[src/pack_alarm_pkg.sv]
// pack state codes, command codes, field layout and reset values for the pack state block
// assumes one system clock; the bus front end and the gauge core share that clock
// How it works
// - state code readable in status word
// - each pack state maps to fixed code
// - charge switch on above discharge detect current
// - fixed pack keeps the opposite switch on in AFE and overcurrent failures
// - wakeup/precharge: charge switch on if config 01
// - precharge: config 00 zero-volt, 02 precharge switch
// - capacity below threshold raises alarm message
// - zero capacity threshold disables its alarm
// - capacity threshold loads from flash 0x02-0x03
// - capacity threshold holds until host write
// - capacity threshold unsigned 16 bits, unit selectable
// - commands 0x01 and 0x02, word read/write
// - time to empty below threshold raises alarm
// - zero time threshold disables its alarm
// - time threshold loads from flash 0x00-0x01
// - time threshold holds until host write
// - time threshold unsigned 16-bit minutes
// - status word: switches, failure cause, state code
package pack_alarm_pkg;

	// command codes on the word port
	localparam logic [7:0] CMD_MFG_ACCESS = 8'h00;
	localparam logic [7:0] CMD_CAP_ALARM = 8'h01;
	localparam logic [7:0] CMD_TIME_ALARM = 8'h02;
	localparam logic [15:0] SUBCMD_MFG_STATUS = 16'h0004;

	// status word layout
	localparam int SW_FIELD_LSB = 14;
	localparam int PF_FIELD_LSB = 12;
	localparam int CODE_FIELD_LSB = 8;
	localparam logic [7:0] STATUS_LOW_BYTE = 8'h0a;

	// reported state codes
	localparam logic [3:0] CODE_WAKEUP = 4'h0;
	localparam logic [3:0] CODE_NORMAL = 4'h1;
	localparam logic [3:0] CODE_PRECHARGE = 4'h3;
	localparam logic [3:0] CODE_CHG_SUSP = 4'h4;
	localparam logic [3:0] CODE_CHARGE = 4'h5;
	localparam logic [3:0] CODE_CHG_TERM = 4'h7;
	localparam logic [3:0] CODE_FAULT_TERM = 4'h8;
	localparam logic [3:0] CODE_PERM_FAIL = 4'h9;
	localparam logic [3:0] CODE_OVER_CURRENT = 4'ha;
	localparam logic [3:0] CODE_BATT_FAIL = 4'hc;
	localparam logic [3:0] CODE_SLEEP = 4'hd;
	localparam logic [3:0] CODE_SYS_PRESENT = 4'he;
	localparam logic [3:0] CODE_BATT_OUT = 4'hf;

	// switch configuration values
	localparam logic [1:0] CFG_ZERO_VOLT = 2'h0;
	localparam logic [1:0] CFG_CHG_SWITCH = 2'h1;
	localparam logic [1:0] CFG_PRECHARGE = 2'h2;

	// flash image of the thresholds, low byte at the lower address
	localparam logic [7:0] FLASH_TIME_ADDR = 8'h00;
	localparam logic [7:0] FLASH_CAP_ADDR = 8'h02;
	localparam logic [1:0] FLASH_LAST_IDX = 2'h3;

	// alarm message bits and reset values
	localparam int ALARM_CAP_BIT = 9;
	localparam int ALARM_TIME_BIT = 8;
	localparam logic [15:0] THRESH_RESET = 16'h0000;

	typedef enum logic [4:0] {
		ST_WAKEUP, ST_PRECHARGE, ST_CHG_SUSP, ST_TERM_CHG, ST_NORMAL_CHG, ST_PROVISIONAL_CHG,
		ST_NORMAL_DSG, ST_DEPLETED, ST_DEPLETED_AC, ST_OVERHEAT_DSG, ST_OVERHEAT_CHG,
		ST_BF_OVERCHARGE, ST_BF_LOWTEMP, ST_BF_CHGTERM, ST_BF_AFE_CHG, ST_BF_AFE_DSG,
		ST_BF_CHG, ST_BF_DSG, ST_REMOVED, ST_SLEEP, ST_PERM_FAIL
	} pack_state_type;

	typedef enum {INIT_READ, INIT_WAIT, INIT_DONE} init_state_type;

endpackage

[src/threshold_alarm.sv]
// one threshold comparator with a registered alarm flag
// assumes the update strobe and both operands come from the system clock domain
module threshold_alarm import pack_alarm_pkg::*; #(
	parameter int WIDTH = 16
) (
	input wire logic clk_sys_in,
	input wire logic sys_rst_in,
	input wire logic update_in,
	input wire logic [WIDTH-1:0] threshold_in,
	input wire logic [WIDTH-1:0] value_in,
	output logic alarm_out
);

	// refuse a width that leaves nothing to compare
	if (WIDTH < 1) begin
		$error("threshold width must be positive");
	end

	logic alarm_next;

	// compare only on an update strobe; zero threshold never alarms
	always_comb begin
		alarm_next = alarm_out;
		if (update_in) begin
			alarm_next = (threshold_in != '0) && (value_in < threshold_in);
		end
	end

	always_ff @(posedge clk_sys_in or posedge sys_rst_in) begin
		if (sys_rst_in) begin
			alarm_out <= 1'b0;
		end else begin
			alarm_out <= alarm_next;
		end
	end

	a_zero_disables: assert property (@(posedge clk_sys_in) disable iff (sys_rst_in)
		update_in && threshold_in == '0 |=> !alarm_out)
		else $error("alarm raised with zero threshold");

	a_below_sets: assert property (@(posedge clk_sys_in) disable iff (sys_rst_in)
		update_in && threshold_in != '0 && value_in < threshold_in |=> alarm_out)
		else $error("alarm missing below threshold");

	a_holds_between: assert property (@(posedge clk_sys_in) disable iff (sys_rst_in)
		!update_in |=> $stable(alarm_out))
		else $error("alarm changed without update");

endmodule

[src/pack_state_alarm.sv]
// pack state reporting, switch drive and capacity/time alarm thresholds
// assumes a bus front end that hands over decoded word commands on the system clock,
// a gauge core that supplies state and measurements, and a byte-wide flash read port
module pack_state_alarm import pack_alarm_pkg::*; (
	input wire logic clk_sys_in,
	input wire logic sys_rst_in,
	input wire logic cmd_valid_in,
	input wire logic cmd_write_in,
	input wire logic [7:0] cmd_code_in,
	input wire logic [15:0] cmd_wdata_in,
	output logic [15:0] rdata_out,
	output logic rdata_valid_out,
	input wire pack_state_type pack_state_in,
	input wire logic [1:0] switch_configuration_in,
	input wire logic fixed_pack_option_in,
	input wire logic [1:0] pf_cause_in,
	input wire logic [15:0] dsg_current_in,
	input wire logic [15:0] dsg_detect_threshold_in,
	input wire logic capacity_unit_in,
	input wire logic meas_update_in,
	input wire logic [15:0] remaining_charge_in,
	input wire logic [15:0] average_time_to_empty_a_in,
	output logic flash_rd_out,
	output logic [7:0] flash_addr_out,
	input wire logic flash_valid_in,
	input wire logic [7:0] flash_data_in,
	output logic init_done_out,
	output logic alarm_warning_message_valid_out,
	output logic [15:0] alarm_warning_message_out,
	input wire logic alarm_ack_in,
	output logic charge_switch_out,
	output logic discharge_switch_out,
	output logic zero_volt_charge_switch_out,
	output logic precharge_switch_out,
	output logic fuse_blow_out,
	output logic low_power_out
);

	// state code of each pack state
	function automatic logic [3:0] code_of(pack_state_type st);
		logic [3:0] c;
		c = CODE_NORMAL;
		unique case (st)
			ST_WAKEUP: c = CODE_WAKEUP;
			ST_PRECHARGE: c = CODE_PRECHARGE;
			ST_CHG_SUSP: c = CODE_CHG_SUSP;
			ST_TERM_CHG: c = CODE_CHG_TERM;
			ST_NORMAL_CHG: c = CODE_CHARGE;
			ST_PROVISIONAL_CHG, ST_NORMAL_DSG, ST_DEPLETED, ST_DEPLETED_AC: c = CODE_NORMAL;
			ST_OVERHEAT_DSG, ST_OVERHEAT_CHG: c = CODE_SYS_PRESENT;
			ST_BF_OVERCHARGE, ST_BF_LOWTEMP, ST_BF_CHGTERM: c = CODE_FAULT_TERM;
			ST_BF_AFE_CHG, ST_BF_AFE_DSG: c = CODE_BATT_FAIL;
			ST_BF_CHG, ST_BF_DSG: c = CODE_OVER_CURRENT;
			ST_REMOVED: c = CODE_BATT_OUT;
			ST_SLEEP: c = CODE_SLEEP;
			ST_PERM_FAIL: c = CODE_PERM_FAIL;
			default: c = CODE_NORMAL;
		endcase
		return c;
	endfunction

	// switch drive of each state: {chg, dsg, zero volt, precharge, fuse, low power}
	function automatic logic [5:0] drive_of(pack_state_type st, logic [1:0] cfg, logic fixed);
		logic chg;
		logic dsg;
		logic zv;
		logic pre;
		logic fuse;
		logic lp;
		chg = 1'b0;
		dsg = 1'b1;
		zv = 1'b0;
		pre = 1'b0;
		fuse = 1'b0;
		lp = 1'b0;
		unique case (st)
			ST_WAKEUP: begin
				chg = (cfg == CFG_CHG_SWITCH);
				zv = (cfg == CFG_ZERO_VOLT) || (cfg == CFG_PRECHARGE);
			end
			ST_PRECHARGE: begin
				chg = (cfg == CFG_CHG_SWITCH);
				zv = (cfg == CFG_ZERO_VOLT);
				pre = (cfg == CFG_PRECHARGE);
			end
			ST_DEPLETED_AC: begin
				dsg = 1'b0;
				zv = (cfg == CFG_ZERO_VOLT);
				pre = (cfg == CFG_PRECHARGE);
			end
			ST_NORMAL_CHG, ST_NORMAL_DSG: chg = 1'b1;
			ST_DEPLETED, ST_OVERHEAT_DSG, ST_OVERHEAT_CHG, ST_REMOVED: dsg = 1'b0;
			ST_BF_AFE_CHG, ST_BF_CHG: dsg = fixed;
			ST_BF_AFE_DSG, ST_BF_DSG: begin
				chg = fixed;
				dsg = 1'b0;
			end
			ST_SLEEP: begin
				dsg = 1'b0;
				lp = 1'b1;
			end
			ST_PERM_FAIL: begin
				dsg = 1'b0;
				fuse = 1'b1;
				lp = 1'b1;
			end
			default: dsg = 1'b1;
		endcase
		return {chg, dsg, zv, pre, fuse, lp};
	endfunction

	// switch state field: 00 both on, 01 chg off, 10 both off, 11 dsg off
	function automatic logic [1:0] sw_field(logic chg, logic dsg);
		return {~dsg, chg ^ dsg};
	endfunction

	logic [5:0] drive;
	logic dsg_override;
	logic [3:0] pack_code_reg;
	logic [3:0] pack_code_next;
	logic [1:0] pf_cause_reg;

	// switch drive, registered every cycle
	always_comb begin
		drive = drive_of(pack_state_in, switch_configuration_in, fixed_pack_option_in);
		dsg_override = dsg_current_in > dsg_detect_threshold_in;
		drive[5] = drive[5] | dsg_override;
		pack_code_next = code_of(pack_state_in);
	end

	always_ff @(posedge clk_sys_in or posedge sys_rst_in) begin
		if (sys_rst_in) begin
			charge_switch_out <= 1'b0;
			discharge_switch_out <= 1'b0;
			zero_volt_charge_switch_out <= 1'b0;
			precharge_switch_out <= 1'b0;
			fuse_blow_out <= 1'b0;
			low_power_out <= 1'b0;
			pack_code_reg <= CODE_WAKEUP;
			pf_cause_reg <= 2'h0;
		end else begin
			charge_switch_out <= drive[5];
			discharge_switch_out <= drive[4];
			zero_volt_charge_switch_out <= drive[3];
			precharge_switch_out <= drive[2];
			fuse_blow_out <= drive[1];
			low_power_out <= drive[0];
			pack_code_reg <= pack_code_next;
			pf_cause_reg <= pf_cause_in;
		end
	end

	init_state_type init_state_reg;
	init_state_type init_state_next;
	logic [1:0] byte_idx_reg;
	logic [1:0] byte_idx_next;
	logic flash_rd_next;
	logic [7:0] flash_addr_next;
	logic [15:0] cap_thresh_reg;
	logic [15:0] cap_thresh_next;
	logic [15:0] time_thresh_reg;
	logic [15:0] time_thresh_next;
	logic cap_host_reg;
	logic cap_host_next;
	logic time_host_reg;
	logic time_host_next;
	logic [15:0] mfg_word_reg;
	logic [15:0] mfg_word_next;
	logic wr_cap;
	logic wr_time;
	logic wr_mfg;

	// flash load sequence and host writes to the thresholds
	always_comb begin
		init_state_next = init_state_reg;
		byte_idx_next = byte_idx_reg;
		flash_rd_next = 1'b0;
		flash_addr_next = flash_addr_out;
		cap_thresh_next = cap_thresh_reg;
		time_thresh_next = time_thresh_reg;
		cap_host_next = cap_host_reg;
		time_host_next = time_host_reg;
		mfg_word_next = mfg_word_reg;
		wr_cap = cmd_valid_in && cmd_write_in && cmd_code_in == CMD_CAP_ALARM;
		wr_time = cmd_valid_in && cmd_write_in && cmd_code_in == CMD_TIME_ALARM;
		wr_mfg = cmd_valid_in && cmd_write_in && cmd_code_in == CMD_MFG_ACCESS;
		unique case (init_state_reg)
			INIT_READ: begin
				flash_rd_next = 1'b1;
				flash_addr_next = FLASH_TIME_ADDR | {6'h00, byte_idx_reg};
				init_state_next = INIT_WAIT;
			end
			INIT_WAIT: begin
				if (flash_valid_in) begin
					unique case (byte_idx_reg)
						2'h0: if (!time_host_reg) time_thresh_next[7:0] = flash_data_in;
						2'h1: if (!time_host_reg) time_thresh_next[15:8] = flash_data_in;
						2'h2: if (!cap_host_reg) cap_thresh_next[7:0] = flash_data_in;
						2'h3: if (!cap_host_reg) cap_thresh_next[15:8] = flash_data_in;
					endcase
					if (byte_idx_reg == FLASH_LAST_IDX) begin
						init_state_next = INIT_DONE;
					end else begin
						byte_idx_next = byte_idx_reg + 2'h1;
						init_state_next = INIT_READ;
					end
				end
			end
			INIT_DONE: init_state_next = INIT_DONE;
		endcase
		// a host write wins over flash and is kept until the next write
		if (wr_cap) begin
			cap_thresh_next = cmd_wdata_in;
			cap_host_next = 1'b1;
		end
		if (wr_time) begin
			time_thresh_next = cmd_wdata_in;
			time_host_next = 1'b1;
		end
		if (wr_mfg) begin
			mfg_word_next = cmd_wdata_in;
		end
	end

	always_ff @(posedge clk_sys_in or posedge sys_rst_in) begin
		if (sys_rst_in) begin
			init_state_reg <= INIT_READ;
			byte_idx_reg <= 2'h0;
			flash_rd_out <= 1'b0;
			flash_addr_out <= FLASH_TIME_ADDR;
			init_done_out <= 1'b0;
			cap_thresh_reg <= THRESH_RESET;
			time_thresh_reg <= THRESH_RESET;
			cap_host_reg <= 1'b0;
			time_host_reg <= 1'b0;
			mfg_word_reg <= 16'h0000;
		end else begin
			init_state_reg <= init_state_next;
			byte_idx_reg <= byte_idx_next;
			flash_rd_out <= flash_rd_next;
			flash_addr_out <= flash_addr_next;
			init_done_out <= (init_state_next == INIT_DONE);
			cap_thresh_reg <= cap_thresh_next;
			time_thresh_reg <= time_thresh_next;
			cap_host_reg <= cap_host_next;
			time_host_reg <= time_host_next;
			mfg_word_reg <= mfg_word_next;
		end
	end

	logic [15:0] rdata_next;
	logic rd_cmd;

	// word reads answered one cycle after the command
	always_comb begin
		rd_cmd = cmd_valid_in && !cmd_write_in;
		rdata_next = rdata_out;
		if (rd_cmd) begin
			unique case (cmd_code_in)
				CMD_CAP_ALARM: rdata_next = cap_thresh_reg;
				CMD_TIME_ALARM: rdata_next = time_thresh_reg;
				CMD_MFG_ACCESS: begin
					if (mfg_word_reg == SUBCMD_MFG_STATUS) begin
						rdata_next = {sw_field(charge_switch_out, discharge_switch_out), pf_cause_reg,
							pack_code_reg, STATUS_LOW_BYTE};
					end else begin
						rdata_next = 16'h0000;
					end
				end
				default: rdata_next = 16'h0000;
			endcase
		end
	end

	always_ff @(posedge clk_sys_in or posedge sys_rst_in) begin
		if (sys_rst_in) begin
			rdata_out <= 16'h0000;
			rdata_valid_out <= 1'b0;
		end else begin
			rdata_out <= rdata_next;
			rdata_valid_out <= rd_cmd;
		end
	end

	logic unit_reg;
	logic cmp_update;
	logic upd_d_reg;
	logic cap_alarm;
	logic time_alarm;
	logic alarm_set;
	logic alarm_valid_next;
	logic [15:0] alarm_word_next;

	// a unit change re-evaluates the capacity compare at once
	assign cmp_update = meas_update_in || (capacity_unit_in != unit_reg);

	threshold_alarm #(.WIDTH(16)) u_cap_alarm (
		.clk_sys_in(clk_sys_in),
		.sys_rst_in(sys_rst_in),
		.update_in(cmp_update),
		.threshold_in(cap_thresh_reg),
		.value_in(remaining_charge_in),
		.alarm_out(cap_alarm)
	);

	threshold_alarm #(.WIDTH(16)) u_time_alarm (
		.clk_sys_in(clk_sys_in),
		.sys_rst_in(sys_rst_in),
		.update_in(cmp_update),
		.threshold_in(time_thresh_reg),
		.value_in(average_time_to_empty_a_in),
		.alarm_out(time_alarm)
	);

	// alarm message held until acknowledged; a new alarm beats the ack
	always_comb begin
		alarm_set = upd_d_reg && (cap_alarm || time_alarm);
		alarm_valid_next = alarm_set || (alarm_warning_message_valid_out && !alarm_ack_in);
		alarm_word_next = alarm_warning_message_out;
		if (alarm_set) begin
			alarm_word_next = 16'h0000;
			alarm_word_next[ALARM_CAP_BIT] = cap_alarm;
			alarm_word_next[ALARM_TIME_BIT] = time_alarm;
		end
	end

	always_ff @(posedge clk_sys_in or posedge sys_rst_in) begin
		if (sys_rst_in) begin
			unit_reg <= 1'b0;
			upd_d_reg <= 1'b0;
			alarm_warning_message_valid_out <= 1'b0;
			alarm_warning_message_out <= 16'h0000;
		end else begin
			unit_reg <= capacity_unit_in;
			upd_d_reg <= cmp_update;
			alarm_warning_message_valid_out <= alarm_valid_next;
			alarm_warning_message_out <= alarm_word_next;
		end
	end

	a_status_code: assert property (@(posedge clk_sys_in) disable iff (sys_rst_in)
		rd_cmd && cmd_code_in == CMD_MFG_ACCESS && mfg_word_reg == SUBCMD_MFG_STATUS
		|=> rdata_valid_out && rdata_out[11:8] == $past(pack_code_reg) && rdata_out[7:0] == STATUS_LOW_BYTE)
		else $error("status word code field wrong");

	a_sleep_code: assert property (@(posedge clk_sys_in) disable iff (sys_rst_in)
		pack_state_in == ST_SLEEP |=> pack_code_reg == CODE_SLEEP)
		else $error("sleep code wrong");

	a_dsg_override: assert property (@(posedge clk_sys_in) disable iff (sys_rst_in)
		dsg_current_in > dsg_detect_threshold_in |=> charge_switch_out)
		else $error("charge switch off above detect current");

	a_fixed_keeps_on: assert property (@(posedge clk_sys_in) disable iff (sys_rst_in)
		fixed_pack_option_in && (pack_state_in == ST_BF_AFE_CHG || pack_state_in == ST_BF_CHG)
		|=> discharge_switch_out)
		else $error("fixed pack lost discharge switch");

	a_wake_chg_off: assert property (@(posedge clk_sys_in) disable iff (sys_rst_in)
		pack_state_in == ST_WAKEUP && switch_configuration_in != CFG_CHG_SWITCH
		&& dsg_current_in <= dsg_detect_threshold_in |=> !charge_switch_out)
		else $error("charge switch on in wakeup");

	a_precharge_path: assert property (@(posedge clk_sys_in) disable iff (sys_rst_in)
		pack_state_in == ST_PRECHARGE && switch_configuration_in == CFG_PRECHARGE
		|=> precharge_switch_out && !zero_volt_charge_switch_out)
		else $error("precharge path wrong");

	a_pf_shutdown: assert property (@(posedge clk_sys_in) disable iff (sys_rst_in)
		pack_state_in == ST_PERM_FAIL |=> !discharge_switch_out && fuse_blow_out && low_power_out)
		else $error("permanent failure drive wrong");

	a_cap_hold: assert property (@(posedge clk_sys_in) disable iff (sys_rst_in)
		init_done_out && !wr_cap |=> $stable(cap_thresh_reg))
		else $error("capacity threshold changed without write");

	a_time_write: assert property (@(posedge clk_sys_in) disable iff (sys_rst_in)
		wr_time |=> time_thresh_reg == $past(cmd_wdata_in))
		else $error("time threshold write lost");

	a_cap_flash: assert property (@(posedge clk_sys_in) disable iff (sys_rst_in)
		init_state_reg == INIT_WAIT && flash_valid_in && byte_idx_reg == 2'h3 && !cap_host_reg && !wr_cap
		|=> cap_thresh_reg[15:8] == $past(flash_data_in) ##1 init_done_out)
		else $error("capacity flash load wrong");

	a_time_flash: assert property (@(posedge clk_sys_in) disable iff (sys_rst_in)
		init_state_reg == INIT_WAIT && flash_valid_in && byte_idx_reg == 2'h0 && !time_host_reg && !wr_time
		|=> time_thresh_reg[7:0] == $past(flash_data_in))
		else $error("time flash load wrong");

	a_alarm_msg: assert property (@(posedge clk_sys_in) disable iff (sys_rst_in)
		upd_d_reg && cap_alarm |=> alarm_warning_message_valid_out && alarm_warning_message_out[ALARM_CAP_BIT])
		else $error("capacity alarm message missing");

endmodule

[config.mk]
export PLATFORM = sky130hd
export DESIGN_NAME = pack_state_alarm
export DESIGN_NICKNAME = d
export VERILOG_FILES = /design/src/pack_alarm_pkg.sv /design/src/threshold_alarm.sv /design/src/pack_state_alarm.sv
export SDC_FILE = /design/constraint.sdc
export NUM_CORES = 1
export LEC_CHECK = 0
export ABC_AREA = 0
export BUFFER_PORTS_ARGS = -buffer_cell sky130_fd_sc_hd__buf_2
export CAP_MARGIN = 20
export CORE_ASPECT_RATIO = 0.75
export CORE_MARGIN = 10
export CORE_UTILIZATION = 25
export CTS_CLUSTER_DIAMETER = 40
export DETAILED_ROUTE_END_ITERATION = 12
export HOLD_SLACK_MARGIN = 0.02
export PLACE_DENSITY_LB_ADDON = 0.25
export SETUP_SLACK_MARGIN = 0.5
export SYNTH_ARGS = -nofsm -noshare
export SYNTH_HDL_FRONTEND = slang
export SYNTH_SLANG_ARGS = --single-unit
[constraint.sdc]
create_clock -name clk_sys_in -period 4.63 [get_ports clk_sys_in]
set_input_delay 0.926 -clock clk_sys_in [delete_from_list [all_inputs] [get_ports clk_sys_in]]
set_output_delay 0.926 -clock clk_sys_in [all_outputs]
set_load 0.1 [all_outputs]
; ---- After elaboration in Yosys (flattened, before gate mapping)
; Memory sizes are Yosys's and may differ from the RTL's. A register that Yosys moved wholly into a read port is not among the register bits.
; Cells that the tools add are included.
[word_totals]
regBits = 120
mem_bits_ro = 128
inputBits = 114
output_inout_bits = 50
wordCells = 130
memories = 1
[op_classes]
add_sub_neg = 1
n_lt_le_gt_ge = 3
eq_ne = 28
n_mux = 24
bitwise = 4
n_reduce_logical = 42
[mem_list]
columns = memory, words, word_bits, rd, rd_clocked_by_memory_dff, write_ports, line
row1 = (no name shown), 32, 4, 1, 1, 0, pack_state_alarm.sv:43  ; unique case (st)
[ops]
columns = cell, count
row1 = $mux W16, 7
row2 = $pmux W32 S3, 1
row3 = $mux W8, 6
row4 = $pmux W16 S3, 1
row5 = $eq A32 B1 Y1 const B, 1
row6 = $eq A32 B2 Y1 const B, 1
row7 = $eq A32 B3 Y1 const B, 1
row8 = $logic_not A32 Y1, 1
row9 = $lt A16 B16 Y1, 2
row10 = $mux W32, 1
row11 = $reduce_bool A16 Y1, 2
row12 = $eq A5 B4 Y1 const B, 5
row13 = $eq A5 B5 Y1 const B, 5
row14 = $eq A16 B3 Y1 const B, 1
row15 = $gt A16 B16 Y1, 1
row16 = $reduce_and A4 Y1, 4
row17 = $reduce_bool A2 Y1, 8
row18 = $eq A5 B3 Y1 const B, 3
row19 = $reduce_or A2 Y1, 6
row20 = $logic_and A1 B1 Y1, 9
row21 = $reduce_or A9 Y1, 1
row22 = $eq A8 B1 Y1 const B, 1
row23 = $eq A8 B2 Y1 const B, 1
row24 = $logic_not A8 Y1, 1
row25 = other kinds (18), 32

; ---- Depth between registers and ports, before layout
[depth]
ltp_word = 5
mapped_depth = 7
mapped_depth_nobuf = 7

; ---- By module
; A second synthesis with hierarchy kept.
[hier_totals]
cells_unflattened = 663
area_unflattened_um2 = 6780.3
[modules_own_cells]
columns = mod, instances, cells_per_inst, area_per_inst_um2, seq_area_each_um2
row1 = pack_state_alarm, 1, 539, 5886.9, 3052.9
row2 = threshold_alarm, 2, 62, 446.7, 25.0

; ---- Worst setup path after synthesis
; Ideal clock, no wire load.
[synth_timing]
path_kind = input-to-reg
from = input port dsg_detect_threshold_in[9]
to = register charge_switch_out
arrival_ps = 2172
required_time_ps = 4494
setup_slack_ps = 2322
path_stages = 7
n_path_buf = 0
path_cell_list = inv_1 ha_1 a21o_1 a221o_1 a221o_1 o31ai_1 o211ai_1
[synth_via]
elab_chain_len = 2
[synth_rtl]
columns = element, line
row1 = start: declaration, pack_state_alarm.sv:18  ; input wire logic [15:0] dsg_detect_threshold_in,
row2 = $gt A16 B16 Y1, pack_state_alarm.sv:126  ; dsg_override = dsg_current_in > dsg_detect_threshold_in;
row3 = $or A1 B1 Y1, pack_state_alarm.sv:127  ; drive[5] = drive[5] | dsg_override;
row4 = via drive[5], pack_state_alarm.sv:117  ; logic [5:0] drive;
row5 = end signal: assignment, pack_state_alarm.sv:142  ; charge_switch_out <= drive[5];
row6 = end: declaration, pack_state_alarm.sv:31  ; output logic charge_switch_out,
; The timed path passes the listed nets, and every way through them passes these cells.
; A chain may end at the register's enable or synchronous reset.

; ---- Worst setup path in the final report
[layout_timing]
from = input port cmd_code_in[5]
to = register time_thresh_reg[6]
[layout_via]
elab_chain_len = 4
[layout_rtl]
columns = element, line
row1 = start: declaration, pack_state_alarm.sv:9  ; input wire logic [7:0] cmd_code_in,
row2 = $eq A8 B2 Y1 *, pack_state_alarm.sv:185  ; wr_time = cmd_valid_in && cmd_write_in && cmd_code_in == CMD_TIME_ALARM;
row3 = $logic_and A1 B1 Y1 *, pack_state_alarm.sv:185
row4 = $ne A2 B1 Y1 (no source line) or $reduce_bool A2 Y1 (tied branches), --
row5 = $reduce_and A4 Y1 (no source line), --
row6 = end signal: assignment, pack_state_alarm.sv:244  ; time_thresh_reg <= time_thresh_next;
row7 = end: declaration, pack_state_alarm.sv:161  ; logic [15:0] time_thresh_reg;
; Every way passes the cells marked *; elsewhere a longest branch is shown, timed or not.

==> report_table.html <==
<table>
<tr><th>Metric</th><th>Value</th></tr>
<tr><th colspan="2">Power and ir drop</th></tr>
<tr><td>Worst supply voltage drop on vdd</td><td>between 0.0002 and 0.0003 V</td></tr>
<tr><td>Leakage power summed over all cells</td><td>0.00403 uW</td></tr>
<tr><td>Power per unit of standard cell area</td><td>352 nW/um^2</td></tr>
<tr><td>Post-layout power</td><td>2950 uW</td></tr>
<tr><th colspan="2">Detailed routing</th></tr>
<tr><td>Post-detailed-route count of antenna-violating nets</td><td>0</td></tr>
<tr><td>Detailed router's first-iteration violation count</td><td>between 400 and 500</td></tr>
<tr><td>Via density per instance</td><td>4.61</td></tr>
<tr><td>Total number of vias</td><td>~5700</td></tr>
<tr><td>DR pass1 iterations</td><td>6</td></tr>
<tr><td>Wire length after detailed routing</td><td>about 22 mm</td></tr>
<tr><td>Total DRC errors in the routed layout</td><td>0</td></tr>
<tr><td>Routed WL per cell</td><td>approximately 18 um</td></tr>
<tr><th colspan="2">Floorplan</th></tr>
<tr><td>Die width</td><td>208 um</td></tr>
<tr><td>IO Pins</td><td>164</td></tr>
<tr><td>Core Box Area</td><td>26000 sq um</td></tr>
<tr><td>Die Footprint</td><td>around 34000 sq um</td></tr>
<tr><td>Rows</td><td>51</td></tr>
<tr><td>Y dimension of the die</td><td>161 um</td></tr>
<tr><td>Initial core utilization</td><td>approximately a quarter</td></tr>
<tr><th colspan="2">Worst setup path</th></tr>
<tr><td>Peak fanout along the critical path</td><td>13</td></tr>
<tr><td>Critical Path Source Type</td><td>primary input</td></tr>
<tr><td>CP required</td><td>4980 ps</td></tr>
<tr><td>Cell count of the worst reg-to-reg path</td><td>5</td></tr>
<tr><td>Source of the worst register-to-register timing path</td><td>init_state_reg[30]</td></tr>
<tr><td>Critical path data arrival time</td><td>roughly 2800 ps</td></tr>
<tr><td>Crit path capture type</td><td>flop</td></tr>
<tr><td>Reg2Reg Capture Point</td><td>time_thresh_reg[12]</td></tr>
<tr><td>Class of the most critical setup path</td><td>primary input to flop</td></tr>
<tr><td>Internal reg-to-reg setup slack</td><td>2210 ps</td></tr>
<tr><th colspan="2">STA</th></tr>
<tr><td>Fin. max-slew vios</td><td>0</td></tr>
<tr><td>FMAX</td><td>slightly above 400 MHz</td></tr>
<tr><td>Final TNS setup</td><td>0 ps</td></tr>
<tr><td>Final number of hold-violating endpoints</td><td>0</td></tr>
<tr><td>Number of setup violations in the final report</td><td>0</td></tr>
<tr><td>Setup repair after global routing missed its margin</td><td>false</td></tr>
<tr><td>Hold_ws</td><td>473 ps</td></tr>
<tr><td>Max_slew headroom</td><td>29.8%</td></tr>
<tr><td>Slew at the pin closest to its max-slew limit</td><td>1050 ps</td></tr>
<tr><td>Fin crit period</td><td>2420 ps</td></tr>
<tr><td>Clock skew after layout</td><td>12.0 ps</td></tr>
<tr><td>Final critical-path share of the clock period</td><td>between 50 and 60%</td></tr>
<tr><th colspan="2">Clock network</th></tr>
<tr><td>Inserted Clock Buffers</td><td>17</td></tr>
<tr><td>Hold buffers post-CTS</td><td>0</td></tr>
<tr><td>Buffer levels on the longest clock path</td><td>2</td></tr>
<tr><td>Sinks on the clock net</td><td>124</td></tr>
<tr><td>H-tree lvl count</td><td>4</td></tr>
<tr><td>Clock transition time at the flip-flop clock pins of the worst setup and hold paths</td><td>around 60 ps</td></tr>
<tr><td>CTS tree</td><td>built</td></tr>
<tr><td>Clk_lat worst skew</td><td>430 ps</td></tr>
<tr><td>Root Driver</td><td>clkbuf_16</td></tr>
<tr><td>Post-cts gate resize count</td><td>0</td></tr>
<tr><td>Buffers inserted during post-CTS setup optimization</td><td>0</td></tr>
<tr><th colspan="2">Placed design</th></tr>
<tr><td>Instance area after placement</td><td>7760 sq um</td></tr>
<tr><td>Placed wire-length estimate after detailed placement</td><td>16.8 mm</td></tr>
<tr><td>Buffers on Ports</td><td>143</td></tr>
<tr><td>Final weighted congestion in routability-driven placement</td><td>0.834</td></tr>
<tr><th colspan="2">Finish</th></tr>
<tr><td>Core Util, Final</td><td>32.2%</td></tr>
<tr><td>Max FFs per register</td><td>32</td></tr>
<tr><td>Post-layout net count</td><td>1039</td></tr>
<tr><td>Fraction of final layout cells sized beyond drive strength 1</td><td>24.6%</td></tr>
<tr><td>Area growth syn-to-layout</td><td>26.3%</td></tr>
<tr><td>Final design instance area without fill</td><td>between 8000 and 9000 sq um</td></tr>
<tr><th colspan="2">Yosys</th></tr>
<tr><td>Mapped Area</td><td>about 6600 sq um</td></tr>
<tr><td>Synth unique cells</td><td>55</td></tr>
<tr><td>Post-Syn Instances</td><td>696</td></tr>
<tr><td>Per-instance average area after synthesis</td><td>9.53 sq um</td></tr>
<tr><td>Fraction of the yosys area taken by sequential cells</td><td>46.8%</td></tr>
<tr><td>Number of warnings printed during yosys synthesis</td><td>0</td></tr>
<tr><td>Flip-flop cell with the highest count after synthesis</td><td>dfrtp_1</td></tr>
<tr><td>Fraction of synthesis flops using an asynchronous set or reset pin</td><td>100%</td></tr>
<tr><td>Yosys reg bits</td><td>124</td></tr>
<tr><td>Post-synth EDFFs</td><td>0</td></tr>
<tr><th colspan="2">Global routing</th></tr>
<tr><td>Maximum number of pins on one net before global-route repair</td><td>125</td></tr>
<tr><td>Remaining global-route overflow</td><td>0</td></tr>
<tr><td>Antenna violations before repair</td><td>4</td></tr>
<tr><td>Global router's overall resource usage</td><td>roughly an eighth</td></tr>
<tr><td>Wire length of the first global-routing pass</td><td>32.9 mm</td></tr>
<tr><td>Via count of the first global-routing pass</td><td>around 5500</td></tr>
<tr><th colspan="2">Job</th></tr>
<tr><td>Number of max-cap violations</td><td>0</td></tr>
<tr><th colspan="2">Status</th></tr>
<tr><td>Status</td><td>complete, no violations</td></tr>
<tr><th colspan="2">Hold path</th></tr>
<tr><td>Hold path start</td><td>rdata_out[4]</td></tr>
<tr><td>Worst Hold Class</td><td>flop to flop</td></tr>
<tr><td>Hold-critical path depth</td><td>2</td></tr>
<tr><td>Endpoint, Worst Hold</td><td>rdata_out[4]</td></tr>
</table>
worst max-delay path, cell delays in order:
cell and delay, ps:
buf_2 100, nor2_1 130, nand3_1 460, nor3b_2 790
buf_6 230, nand2_1 60, nand3_1 80
synth_stat cells (all sizes together), types with 6 or more instances:
cell / count / share of area, %
ha: 56 / 11
inv: 60 / 3.4
clkbuf: 18 / 1.0
nor3: 9 / 0.92
dfrtp: 124 / 47
nor2b: 6 / 0.57
nand4: 11 / 1.0
nand2: 75 / 4.2
nor4: 20 / 2.1
mux2: 20 / 3.4
nand3: 101 / 7.6
o21ai: 32 / 2.4
nor2: 31 / 1.8
a22oi: 17 / 1.9
buf: 28 / 2.8
a21oi: 28 / 2.1
power breakdown:
| part | switching, uW | internal, uW | total (uW) |
|---|---|---|---|
| sequential | 34.0 | 1130 | 1170 |
| combinational | 340 | 119 | 459 |
| clock | 547 | 779 | 1330 |
metal layers:
metal / GRT usage [%] / wire [um] / up-vias
met5: 0 / 21 / -
met4: 3.52 / 266 / 4
met3: 3.68 / 1480 / 30
met2: 17.3 / 8960 / 199
met1: 18.6 / 11000 / 2692
li1: - / - / 2733
metrics by stage:
stage	worst slack (ps)	instances
4_1_cts	2070	1223
3_5_place_dp	1610	1191
3_3_place_gp	1690	1191
2_1_floorplan	2180	745
5_1_grt	2020	1227
6_report	2210	1228
cells by family after synthesis:
| kind of cell | share of synthesized area, % |
|---|---|
| AOI/OAI and AO/OA | 9.54 |
| xor gates and xnor gates | 0.528 |
| adders and majority gates | 10.6 |
| buffers and inverters | 7.26 |
| DFF | 46.8 |
| muxes | 3.55 |
| other | 0.0565 |
| and+or+nand+nor | 21.7 |
cell type report:
cell class,count,area [sq um]
Fill cell,2803,17700
Multi-Input combinational cell,515,3230
Sequential cell,124,3100
Timing Repair Buffer,151,793
Clock buffer,19,453
Tap cell,344,430
Inverter,60,229
Clock inverter,13,133
Antenna cell,2,5.00
worst max path at each step:
| stage | from | end | slack, ps | cells after the start |
|---|---|---|---|---|
| floorplan | sys_rst_in | alarm_warning_message_out[8] | 2180 | 1 |
| finish | cmd_code_in[5] | time_thresh_reg[6] | 2210 | 7 |
| global route | init_state_reg[30] | time_thresh_reg[4] | 2020 | 5 |
| CTS | cmd_code_in[5] | cap_thresh_reg[6] | 2070 | 6 |
| global placement | cmd_code_in[5] | time_thresh_reg[6] | 1690 | 6 |
| detailed placement | cmd_code_in[5] | cap_thresh_reg[13] | 1610 | 6 |
layout by cell type, fill, tap and decap left out, types with 3 or more instances in the layout:
| master | netlist | final |
|---|---|---|
| a211oi_1 | 3 | 3 |
| a21oi_1 | 28 | 28 |
| a221o_1 | 3 | 3 |
| a22oi_1 | 17 | 17 |
| buf_2 | 7 | 144 |
| buf_4 | 20 | 4 |
| clkbuf_16 | 0 | 17 |
| clkinv_4 | 0 | 6 |
| conb_1 | 1 | 50 |
| dfrtp_1 | 124 | 124 |
| ha_1 | 56 | 56 |
| inv_1 | 60 | 59 |
| inv_6 | 0 | 3 |
| mux2_2 | 20 | 20 |
| nand2_1 | 75 | 75 |
| nand2b_1 | 4 | 4 |
| nand3_1 | 101 | 101 |
| nand3b_1 | 4 | 4 |
| nand4_1 | 11 | 11 |
| nor2_1 | 31 | 31 |
| nor2b_1 | 6 | 6 |
| nor3_1 | 7 | 7 |
| nor4_1 | 18 | 18 |
| o21ai_0 | 32 | 32 |
| o22a_1 | 3 | 3 |
| or3_2 | 4 | 4 |
Note: power is estimated with default switching activity, not from simulation.
